File: src/shared/tld_pkg.sv
// Purpose: Shared constants and types for the torque limit and divider
//          output configuration block.
// Assumes: 40 MHz clock; register indices map to byte address index*4.
// Notes:   Ranges saturate on write.
package tld_pkg;

  localparam int CLK_HZ    = 40_000_000;
  localparam int US_PER_S  = 1_000_000;
  localparam int MS_PER_S  = 1_000;
  localparam int CYC_PER_US = CLK_HZ / US_PER_S;
  localparam int CYC_PER_MS = CLK_HZ / MS_PER_S;

  localparam int AW = 18;
  localparam int DW = 32;

  // Register indices; byte address is index * 4.
  localparam logic [15:0] IDX_FIRST_TL  = 16'h2013;
  localparam logic [15:0] IDX_TL_SEL    = 16'h2521;
  localparam logic [15:0] IDX_SECOND_TL = 16'h2522;
  localparam logic [15:0] IDX_DISP_SEL  = 16'h2528;
  localparam logic [15:0] IDX_HOLD_TIME = 16'h2537;
  localparam logic [15:0] IDX_THIRD_TL  = 16'h2539;
  localparam logic [15:0] IDX_MON_WORD  = 16'h2540;
  localparam logic [15:0] IDX_DIV_POL   = 16'h2542;
  localparam logic [15:0] IDX_Z_WIDTH   = 16'h2543;
  localparam logic [15:0] IDX_STATUS    = 16'h2600;
  localparam logic [15:0] IDX_RESTART   = 16'h2601;
  localparam logic [15:0] IDX_MAX_TQ    = 16'h6072;
  localparam logic [15:0] IDX_POS_OBJ   = 16'h60e0;
  localparam logic [15:0] IDX_NEG_OBJ   = 16'h60e1;

  // Reset values.
  localparam logic [15:0] RST_FIRST_TL  = 16'h012c;
  localparam logic [15:0] RST_TL_SEL    = 16'h0002;
  localparam logic [15:0] RST_SECOND_TL = 16'h012c;
  localparam logic [15:0] RST_DISP_SEL  = 16'h0022;
  localparam logic [15:0] RST_HOLD_TIME = 16'h01f4;
  localparam logic [15:0] RST_THIRD_TL  = 16'h0050;
  localparam logic [19:0] RST_MON_WORD  = 20'h00000;
  localparam logic [15:0] RST_DIV_POL   = 16'h0000;
  localparam logic [15:0] RST_Z_WIDTH   = 16'h0000;
  localparam logic [15:0] RST_MAX_TQ    = 16'h012c;
  localparam logic [15:0] RST_OBJ_TL    = 16'h012c;

  // Upper bounds of each setting.
  localparam logic [15:0] MAX_TQ_PCT = 16'h01f4;
  localparam logic [15:0] MAX_SEL    = 16'h0002;
  localparam logic [15:0] MAX_DISP   = 16'h002a;
  localparam logic [15:0] MAX_HOLD   = 16'h1388;
  localparam logic [15:0] MAX_POL    = 16'h0007;
  localparam logic [15:0] MAX_ZW     = 16'h01f4;

  localparam logic [15:0] SEL_SAME   = 16'h0000;
  localparam logic [15:0] SEL_SPLIT  = 16'h0001;
  localparam logic [15:0] SEL_OBJ    = 16'h0002;

  localparam logic signed [7:0] HM_TQ_LO = -8'sd6;
  localparam logic signed [7:0] HM_TQ_HI = -8'sd1;

  // Field positions.
  localparam int POL_Z = 0;
  localparam int POL_A = 1;
  localparam int POL_B = 2;
  localparam int RST_CMD_BIT = 0;

  typedef struct packed {
    logic [15:0] disp;
    logic [2:0]  pol;
    logic [8:0]  zw;
  } tld_restart_s;

  typedef struct packed {
    logic [15:0] pos;
    logic [15:0] neg;
  } tld_limits_s;

endpackage

File: src/verilog/tld_cfg.sv
// Purpose: Torque limit selection, homing hold timing, display and
//          monitor settings, and divider output shaping.
// Assumes: Avalon-MM slave with byte addresses; peer inputs on clock.
// Notes:   Restart settings are copied after reset or restart command.
//
// Overview of operation
// - Selector picks limit sources, zero to two
// - Effective limit is minimum with maximum torque
// - Second limit 0..500, default 300, clamped
// - Display selector 0..42, default 34, restart
// - Homing advances after torque holds for threshold
// - Hold time used only for methods -6..-1
// - Polarity bit 0 inverts Z output
// - Bit 1 inverts A only in comparison
// - Bit 2 inverts B only in comparison
// - Polarity 0..7, default 0, restart
// - Zero width gives one A/B cycle Z
// - Width adds microseconds, latched at restart
`timescale 1ns/1ps
module tld_cfg import tld_pkg::*; #(
  parameter int CYC_MS = CYC_PER_MS,
  parameter int ZCW    = 24
) (
  // Clock and reset
  input  wire logic          clock,
  input  wire logic          rst,
  // Avalon-MM slave
  input  wire logic [AW-1:0] address,
  input  wire logic          read,
  input  wire logic          write,
  input  wire logic [DW-1:0] writedata,
  input  wire logic [3:0]    byteenable,
  output logic [DW-1:0]      readdata,
  output logic               waitrequest,
  // Drive state
  input  wire logic [15:0]   motor_torque,
  input  wire logic          homing_active,
  input  wire logic [7:0]    homing_method,
  // Divider phases in
  input  wire logic          div_a_in,
  input  wire logic          div_b_in,
  input  wire logic          div_z_in,
  input  wire logic          cmp_active,
  // Torque limits out
  output tld_limits_s        limits,
  output logic               homing_advance,
  // Display and monitor
  output logic [15:0]        display_select,
  output logic [15:0]        mon_index,
  output logic [3:0]         mon_subindex,
  // Divider phases out
  output logic               div_a_out,
  output logic               div_b_out,
  output logic               div_z_out
);

  logic [15:0]  first_tl_q;
  logic [15:0]  sel_q;
  logic [15:0]  second_tl_q;
  logic [15:0]  disp_q;
  logic [15:0]  hold_q;
  logic [15:0]  third_tl_q;
  logic [19:0]  mon_q;
  logic [15:0]  pol_q;
  logic [15:0]  zw_q;
  logic [15:0]  max_tq_q;
  logic [15:0]  pos_obj_q;
  logic [15:0]  neg_obj_q;
  tld_restart_s act_q;
  logic         copy_q;
  logic         restart_req;
  logic         adv_pulse;
  logic         z_shaped;
  logic         hm_torque;
  logic         at_limit;
  logic [15:0]  abs_tq;
  logic [15:0]  hm_lim;
  logic [15:0]  index;
  logic         bus_go;
  logic         do_wr;
  logic [31:0]  wval;

  function automatic logic [15:0] sat(
    input logic [31:0] v,
    input logic [15:0] mx
  );
    sat = (v > {16'h0000, mx}) ? mx : v[15:0];
  endfunction

  function automatic logic [15:0] min16(
    input logic [15:0] x,
    input logic [15:0] y
  );
    min16 = (x < y) ? x : y;
  endfunction

  // Bus decode; unmapped words read as zero and ignore writes.
  assign index  = address[17:2];
  assign bus_go = (read || write) && waitrequest;
  assign do_wr  = write && !waitrequest;

  always_comb begin
    wval = '0;
    for (int i = 0; i < 4; i++) begin
      if (byteenable[i]) begin
        wval[8*i +: 8] = writedata[8*i +: 8];
      end
    end
  end

  // One wait state: the request is taken at the second edge.
  always_ff @(posedge clock) begin
    if (rst) begin
      waitrequest <= 1'b1;
    end else begin
      waitrequest <= !bus_go;
    end
  end

  always_ff @(posedge clock) begin
    if (rst) begin
      readdata <= '0;
    end else if (bus_go && read) begin
      case (index)
        IDX_FIRST_TL:  readdata <= {16'h0000, first_tl_q};
        IDX_TL_SEL:    readdata <= {16'h0000, sel_q};
        IDX_SECOND_TL: readdata <= {16'h0000, second_tl_q};
        IDX_DISP_SEL:  readdata <= {16'h0000, disp_q};
        IDX_HOLD_TIME: readdata <= {16'h0000, hold_q};
        IDX_THIRD_TL:  readdata <= {16'h0000, third_tl_q};
        IDX_MON_WORD:  readdata <= {12'h000, mon_q};
        IDX_DIV_POL:   readdata <= {16'h0000, pol_q};
        IDX_Z_WIDTH:   readdata <= {16'h0000, zw_q};
        IDX_MAX_TQ:    readdata <= {16'h0000, max_tq_q};
        IDX_POS_OBJ:   readdata <= {16'h0000, pos_obj_q};
        IDX_NEG_OBJ:   readdata <= {16'h0000, neg_obj_q};
        IDX_STATUS:    readdata <= {limits.pos, limits.neg};
        IDX_RESTART:   readdata <= {4'h0, act_q};
        default:       readdata <= '0;
      endcase
    end
  end

  // Limit settings act immediately.
  always_ff @(posedge clock) begin
    if (rst) begin
      first_tl_q  <= RST_FIRST_TL;
      sel_q       <= RST_TL_SEL;
      second_tl_q <= RST_SECOND_TL;
      third_tl_q  <= RST_THIRD_TL;
      hold_q      <= RST_HOLD_TIME;
      max_tq_q    <= RST_MAX_TQ;
      pos_obj_q   <= RST_OBJ_TL;
      neg_obj_q   <= RST_OBJ_TL;
    end else if (do_wr) begin
      case (index)
        IDX_FIRST_TL:  first_tl_q  <= sat(wval, MAX_TQ_PCT);
        IDX_TL_SEL:    sel_q       <= sat(wval, MAX_SEL);
        IDX_SECOND_TL: second_tl_q <= sat(wval, MAX_TQ_PCT);
        IDX_THIRD_TL:  third_tl_q  <= sat(wval, MAX_TQ_PCT);
        IDX_HOLD_TIME: hold_q      <= sat(wval, MAX_HOLD);
        IDX_MAX_TQ:    max_tq_q    <= sat(wval, MAX_TQ_PCT);
        IDX_POS_OBJ:   pos_obj_q   <= sat(wval, MAX_TQ_PCT);
        IDX_NEG_OBJ:   neg_obj_q   <= sat(wval, MAX_TQ_PCT);
        default:       first_tl_q  <= first_tl_q;
      endcase
    end
  end

  // Stored values here only reach the logic through the active copy.
  always_ff @(posedge clock) begin
    if (rst) begin
      disp_q <= RST_DISP_SEL;
      pol_q  <= RST_DIV_POL;
      zw_q   <= RST_Z_WIDTH;
    end else if (do_wr) begin
      case (index)
        IDX_DISP_SEL: disp_q <= sat(wval, MAX_DISP);
        IDX_DIV_POL:  pol_q  <= sat(wval, MAX_POL);
        IDX_Z_WIDTH:  zw_q   <= sat(wval, MAX_ZW);
        default:      disp_q <= disp_q;
      endcase
    end
  end

  // Monitor word applies immediately.
  always_ff @(posedge clock) begin
    if (rst) begin
      mon_q <= RST_MON_WORD;
    end else if (do_wr && index == IDX_MON_WORD) begin
      mon_q <= wval[19:0];
    end
  end

  always_ff @(posedge clock) begin
    if (rst) begin
      mon_index    <= '0;
      mon_subindex <= '0;
    end else begin
      mon_index    <= mon_q[19:4];
      mon_subindex <= mon_q[3:0];
    end
  end

  // Restart settings are copied in the cycle after reset release and
  // again on a software restart; writes meanwhile stay pending.
  assign restart_req = do_wr && index == IDX_RESTART
                       && wval[RST_CMD_BIT];

  always_ff @(posedge clock) begin
    if (rst) begin
      copy_q <= 1'b1;
    end else begin
      copy_q <= restart_req;
    end
  end

  always_ff @(posedge clock) begin
    if (rst) begin
      act_q.disp <= RST_DISP_SEL;
      act_q.pol  <= RST_DIV_POL[2:0];
      act_q.zw   <= RST_Z_WIDTH[8:0];
    end else if (copy_q) begin
      act_q.disp <= disp_q;
      act_q.pol  <= pol_q[2:0];
      act_q.zw   <= zw_q[8:0];
    end
  end

  always_ff @(posedge clock) begin
    if (rst) begin
      display_select <= RST_DISP_SEL;
    end else begin
      display_select <= act_q.disp;
    end
  end

  // Torque homing detection.
  assign hm_torque = homing_active
                     && $signed(homing_method) >= HM_TQ_LO
                     && $signed(homing_method) <= HM_TQ_HI;
  assign hm_lim = min16(third_tl_q, max_tq_q);
  assign abs_tq = motor_torque[15] ? (16'h0000 - motor_torque)
                                   : motor_torque;
  assign at_limit = abs_tq >= hm_lim;

  always_ff @(posedge clock) begin
    if (rst) begin
      limits <= '0;
    end else if (hm_torque) begin
      limits.pos <= hm_lim;
      limits.neg <= hm_lim;
    end else begin
      case (sel_q)
        SEL_SAME: begin
          limits.pos <= min16(first_tl_q, max_tq_q);
          limits.neg <= min16(first_tl_q, max_tq_q);
        end
        SEL_SPLIT: begin
          limits.pos <= min16(first_tl_q, max_tq_q);
          limits.neg <= min16(second_tl_q, max_tq_q);
        end
        default: begin
          limits.pos <= min16(pos_obj_q, max_tq_q);
          limits.neg <= min16(neg_obj_q, max_tq_q);
        end
      endcase
    end
  end

  tld_hold_timer #(
    .CYC_MS (CYC_MS)
  ) u_hold (
    .clock     (clock),
    .rst       (rst),
    .enable    (hm_torque),
    .at_limit  (at_limit),
    .thresh_ms (hold_q),
    .advance   (adv_pulse)
  );

  always_ff @(posedge clock) begin
    if (rst) begin
      homing_advance <= 1'b0;
    end else begin
      homing_advance <= adv_pulse;
    end
  end

  tld_z_stretch #(
    .CW (ZCW)
  ) u_z (
    .clock    (clock),
    .rst      (rst),
    .a_in     (div_a_in),
    .z_in     (div_z_in),
    .width_us (act_q.zw),
    .z_out    (z_shaped)
  );

  // Divider phases with polarity applied.
  always_ff @(posedge clock) begin
    if (rst) begin
      div_a_out <= 1'b0;
      div_b_out <= 1'b0;
      div_z_out <= 1'b0;
    end else begin
      div_a_out <= div_a_in ^ (cmp_active && act_q.pol[POL_A]);
      div_b_out <= div_b_in ^ (cmp_active && act_q.pol[POL_B]);
      div_z_out <= z_shaped ^ act_q.pol[POL_Z];
    end
  end

endmodule

File: src/verilog/tld_hold_timer.sv
// Purpose: Times how long torque stays at the homing limit.
// Assumes: Inputs come from logic on the same clock.
// Notes:   One advance pulse per stay at the limit.
`timescale 1ns/1ps
module tld_hold_timer import tld_pkg::*; #(
  parameter int CYC_MS = CYC_PER_MS
) (
  // Clock and reset
  input  wire logic        clock,
  input  wire logic        rst,
  // Control
  input  wire logic        enable,
  input  wire logic        at_limit,
  input  wire logic [15:0] thresh_ms,
  // Result
  output logic             advance
);

  logic [31:0] cyc_q;
  logic [15:0] ms_q;
  logic        done_q;
  logic        run;

  assign run = enable && at_limit;

  always_ff @(posedge clock) begin
    if (rst || !run) begin
      cyc_q <= '0;
      ms_q  <= '0;
    end else if (cyc_q == 32'(CYC_MS - 1)) begin
      cyc_q <= '0;
      if (ms_q != MAX_HOLD) begin
        ms_q <= ms_q + 16'h0001;
      end
    end else begin
      cyc_q <= cyc_q + 32'h1;
    end
  end

  // Leaving the limit rearms, so a fresh stay must last the full time.
  always_ff @(posedge clock) begin
    if (rst || !run) begin
      done_q  <= 1'b0;
      advance <= 1'b0;
    end else begin
      advance <= !done_q && (ms_q >= thresh_ms);
      if (ms_q >= thresh_ms) begin
        done_q <= 1'b1;
      end
    end
  end

endmodule

File: src/verilog/tld_z_stretch.sv
// Purpose: Sets the divider Z pulse length from the A/B cycle.
// Assumes: A and Z arrive from divider logic on the same clock.
// Notes:   The A/B cycle is the last measured A rise to A rise time.
`timescale 1ns/1ps
module tld_z_stretch import tld_pkg::*; #(
  parameter int CW = 24
) (
  // Clock and reset
  input  wire logic        clock,
  input  wire logic        rst,
  // Divider phases
  input  wire logic        a_in,
  input  wire logic        z_in,
  input  wire logic [8:0]  width_us,
  // Shaped Z
  output logic             z_out
);

  logic [CW-1:0] per_cnt_q;
  logic [CW-1:0] period_q;
  logic [CW-1:0] left_q;
  logic          a_d_q;
  logic          z_d_q;

  always_ff @(posedge clock) begin
    if (rst) begin
      a_d_q     <= 1'b0;
      per_cnt_q <= '0;
      period_q  <= '0;
    end else begin
      a_d_q <= a_in;
      if (a_in && !a_d_q) begin
        period_q  <= per_cnt_q + CW'(1);
        per_cnt_q <= '0;
      end else if (per_cnt_q != '1) begin
        per_cnt_q <= per_cnt_q + CW'(1);
      end
    end
  end

  // Width zero gives exactly one A/B cycle; otherwise it adds on top.
  always_ff @(posedge clock) begin
    if (rst) begin
      z_d_q  <= 1'b0;
      left_q <= '0;
      z_out  <= 1'b0;
    end else begin
      z_d_q <= z_in;
      if (z_in && !z_d_q) begin
        left_q <= period_q + CW'(width_us) * CW'(CYC_PER_US);
        z_out  <= 1'b1;
      end else if (left_q > CW'(1)) begin
        left_q <= left_q - CW'(1);
      end else begin
        left_q <= '0;
        z_out  <= 1'b0;
      end
    end
  end

endmodule

File: config.mk
export PLATFORM = sky130hd
export DESIGN_NAME = tld_cfg
export DESIGN_NICKNAME = d
export VERILOG_FILES = /design/src/shared/tld_pkg.sv /design/src/verilog/tld_cfg.sv /design/src/verilog/tld_hold_timer.sv /design/src/verilog/tld_z_stretch.sv
export SDC_FILE = /design/constraint.sdc
export NUM_CORES = 1
export LEC_CHECK = 0
export BUFFER_PORTS_ARGS = -buffer_cell sky130_fd_sc_hd__clkbuf_2
export CORE_AREA = 2 2 207 209
export DETAILED_ROUTE_END_ITERATION = 10
export DIE_AREA = 0 0 209 211
export PLACE_DENSITY_LB_ADDON = 0.15
export SYNTH_ARGS = -nofsm -noshare
export SYNTH_HDL_FRONTEND = slang
export SYNTH_SLANG_ARGS = --single-unit
File: constraint.sdc
create_clock -name clock -period 6.5 [get_ports clock]
set_clock_uncertainty 0.2 [all_clocks]
set_input_delay 1.3 -clock clock [delete_from_list [all_inputs] [get_ports clock]]
set_output_delay 1.3 -clock clock [all_outputs]
set_load 0.005 [all_outputs]
==> qor.yml <==
crit_required_ns: 6.76
ys_types: 82
cts_setup_buffers: 0
yosys_warnings: 0
clockBufferDepth: 3
drive_gt1_share_pct: 12.49
slew_viol_final: 0
cts_hold_buf: 0
cts_sinks: 455
avgViaCountPerCell: 6.254
cts_tree: "yes"
syn_nets: 2878
place_hpwl_um: 54660
relSlewSlack_pct: 17.94
power_leakage_uw: 0.01035
initial_core_util_pct: 54.51
ioPinCount: 192
grt_max_degree: 155
crit_arrival_ns: 5.50
grt.overflow.total: 0
critPathLaunchType: "flop"
finalCritPeriodShare_pct: 80.66
synth_ff_type: "dfxtp_1"
area_growth_syn_to_layout_pct: 13.00
r2r-end: "u_hold.cyc_q[29]"
power.total_uw: 6259
worstHoldPathType: "reg -> reg"
globalplace.congestion: 0.9862
rsz0062_at_grt: "no"
antenna_found_initial: 4
ys_seq_area_share_pct: 40.02
htreeDepth: 2
clk_pin_slew_worst_paths_ns: 0.06
vias: 20914
ys_ff_latch: 455
fp-row-count: 75
synth_cells: 2649
critPathKind: "reg -> reg"
outcome: "finished clean"
tns_ns: 0
wl_per_cell_um: 22.48
reg2regPathDepth: 19
final_area_um2: 25720
worst-slew-pin-transition_ns: 1.221
first_pass_iters: 6
synth_edf_count: 0
maxCapViolCount: 0
p_per_area_nw_per_um2: 243.3
crit_path_max_fanout: 32
cts_resized: 0
track_usage_pct: 33.33
die_area_um2: 44100
syn_area_per_cell_um2: 8.593
period_needed_ns: 5.243
min-delay-start: "u_hold.done_q"
cp-end-kind: "flop"
drc_errors: 0
first_global_vias: 19319
setup_violations: 0
ir_drop_uv: 205.6
fmax_ghz: 0.1907
dpl_cell_area_um2: 24050
drtIter0Drc: 2221
wl_um: 75170
die_w_um: 209
worstHoldPathCells: 1
clkLatencyLatePin_ns: 0.61
cts_inserted_buffers: 48
async_flop_share_pct: 0
portBuffers: 188
reg2reg_slack_ns: 1.26
core-area_um2: 41760
hold_viol: 0
rr_startpoint: "max_tq_q[9]"
synth_area_um2: 22760
final_net_count: 2996
postRouteAntennaNets: 0
grt_pass1_wl_um: 113800
chipHeight_um: 211
cts-root-buf: "clkbuf_16"
hold_end: "u_hold.advance"
## metrics by stage
stage               hold slack (ns)  setup slack, ns  cells  utilization, %
finish                       0.2274            1.257   3344           61.59
global route                 0.2281           0.8407   3344           61.59
CTS                          0.2244            1.299   3342           61.58
floorplan                    0.2013            1.908   2649               -
global placement             0.2085            1.402   3256           57.59
detailed placement           0.2178            1.268   3256           57.59
## where the power goes
group / internal (µW) / switching, µW / leakage [µW] / total [µW]
sequential: 2830 / 34.2 / 0.00367 / 2860
combinational: 204 / 319 / 0.00585 / 523
clock: 1690 / 1180 / 0.000824 / 2880
total: 4730 / 1530 / 0.0103 / 6260
## cell families (layout without fill, tap and decap cells)
group / after synthesis / in the layout / synth area share (%)
xor gates and xnor gates: 125 / 125 / 4.810
DFF: 455 / 455 / 40.02
adders and majority gates: 142 / 142 / 7.872
buffers and inverters: 211 / 365 / 3.765
other: 0 / 2 / 0
and+or+nand+nor: 1070 / 1070 / 23.44
AOI/OAI and AO/OA: 594 / 594 / 17.79
muxes: 52 / 52 / 2.303
## synth_stat cells (all sizes together), types with 8 or more instances
| cell type | n | area [µm²] |
|---|---|---|
| dfxtp | 455 | 9109 |
| nor2 | 302 | 1149 |
| nand2 | 273 | 1035 |
| a21oi | 185 | 937.2 |
| ha | 140 | 1752 |
| clkbuf | 109 | 409.1 |
| o21ai | 92 | 460.5 |
| nor3 | 78 | 411.7 |
| xnor2 | 76 | 665.6 |
| nand3 | 68 | 345.3 |
| and2 | 66 | 412.9 |
| a221oi | 65 | 569.3 |
| inv | 59 | 221.5 |
| and3 | 58 | 362.9 |
| a22o | 55 | 481.7 |
| nor2b | 50 | 312.8 |
| mux2i | 49 | 490.5 |
| xor2 | 49 | 429.2 |
| buf | 42 | 222.7 |
| nand4 | 30 | 187.7 |
| a21o | 28 | 210.2 |
| a22oi | 26 | 195.2 |
| and4 | 24 | 210.2 |
| nor4 | 24 | 156.4 |
| a211oi | 22 | 177.7 |
| o211ai | 22 | 165.2 |
| nand3b | 18 | 135.1 |
| nand4b | 16 | 140.1 |
| a41oi | 15 | 131.4 |
| nand2b | 15 | 93.84 |
| o22ai | 13 | 81.33 |
| nor3b | 10 | 80.07 |
| nor4b | 9 | 78.83 |
| or2 | 8 | 50.05 |
## critical path, cell delays in order, from the launching register on
cell and delay, ns:
dfxtp_1 0.47, inv_1 0.21, ha_1 0.34, a21o_1 0.19, a21oi_1 0.13, o21ai_0 0.09
a221oi_1 0.38, o21a_1 0.48, buf_4 0.32, nor2_1 0.06, a21oi_1 0.14, ha_1 0.26
a21o_1 0.19, a2111oi_0 0.45, o211ai_1 0.17, nand3_1 0.12, a21boi_0 0.23, o221ai_2 0.23
buf_4 0.33, nor2_1 0.09
## state kept, by name (all words and copies together), names as in the netlist, 20 cells and up
| signal | count |
|---|---|
| u_z.period_q | 24 |
| u_z.left_q | 24 |
| u_z.per_cnt_q | 24 |
| limits | 32 |
| u_hold.cyc_q | 32 |
| readdata | 32 |
| mon_q | 20 |
| act_q | 28 |
## worst max-delay path by stage
stage,from,endpoint,slack (ns)
floorplan,max_tq_q[9],u_hold.cyc_q[23],1.91
global placement,motor_torque[3],u_hold.cyc_q[23],1.40
detailed placement,motor_torque[3],u_hold.cyc_q[29],1.27
CTS,max_tq_q[9],u_hold.cyc_q[29],1.30
global route,max_tq_q[9],u_hold.cyc_q[29],0.84
finish,max_tq_q[9],u_hold.cyc_q[29],1.26
## layout make-up
class                      count  area, µm²
multi-input combinational   1983      12850
sequential                   455       9109
fill                        3607      16040
inverter                      60      225.2
antenna                        2      5.005
timing repair buffer         219       1192
tap                          539      674.4
clock inverter                18      240.2
clock buffer                  68       1428
## cell usage in the layout (no fill, tap or decap), types with 49 or more instances in the layout
cell and instances:
a21oi_1 183, a221oi_1 65, a22o_1 55, and2_1 65, and3_1 58, clkbuf_16 49
clkbuf_2 187, dfxtp_1 455, ha_1 140, inv_1 59, mux2i_1 49, nand2_1 271
nand3_1 67, nor2_1 291, nor2b_1 49, nor3_1 75, o21ai_0 70, xnor2_1 76
xor2_1 49
## routing by layer
layer | GRT usage [%] | wire [µm] | up-vias | share of wire (%)
li1 | - | - | 9795 | -
met1 | 44.48 | 31480 | 9838 | 42
met2 | 51.60 | 32850 | 1067 | 44
met3 | 6.690 | 7149 | 214 | 9.5
met4 | 16.40 | 3687 | 0 | 4.9
met5 | 0.3337 | 0 | - | 0
Note: power is estimated with default switching activity, not from simulation.
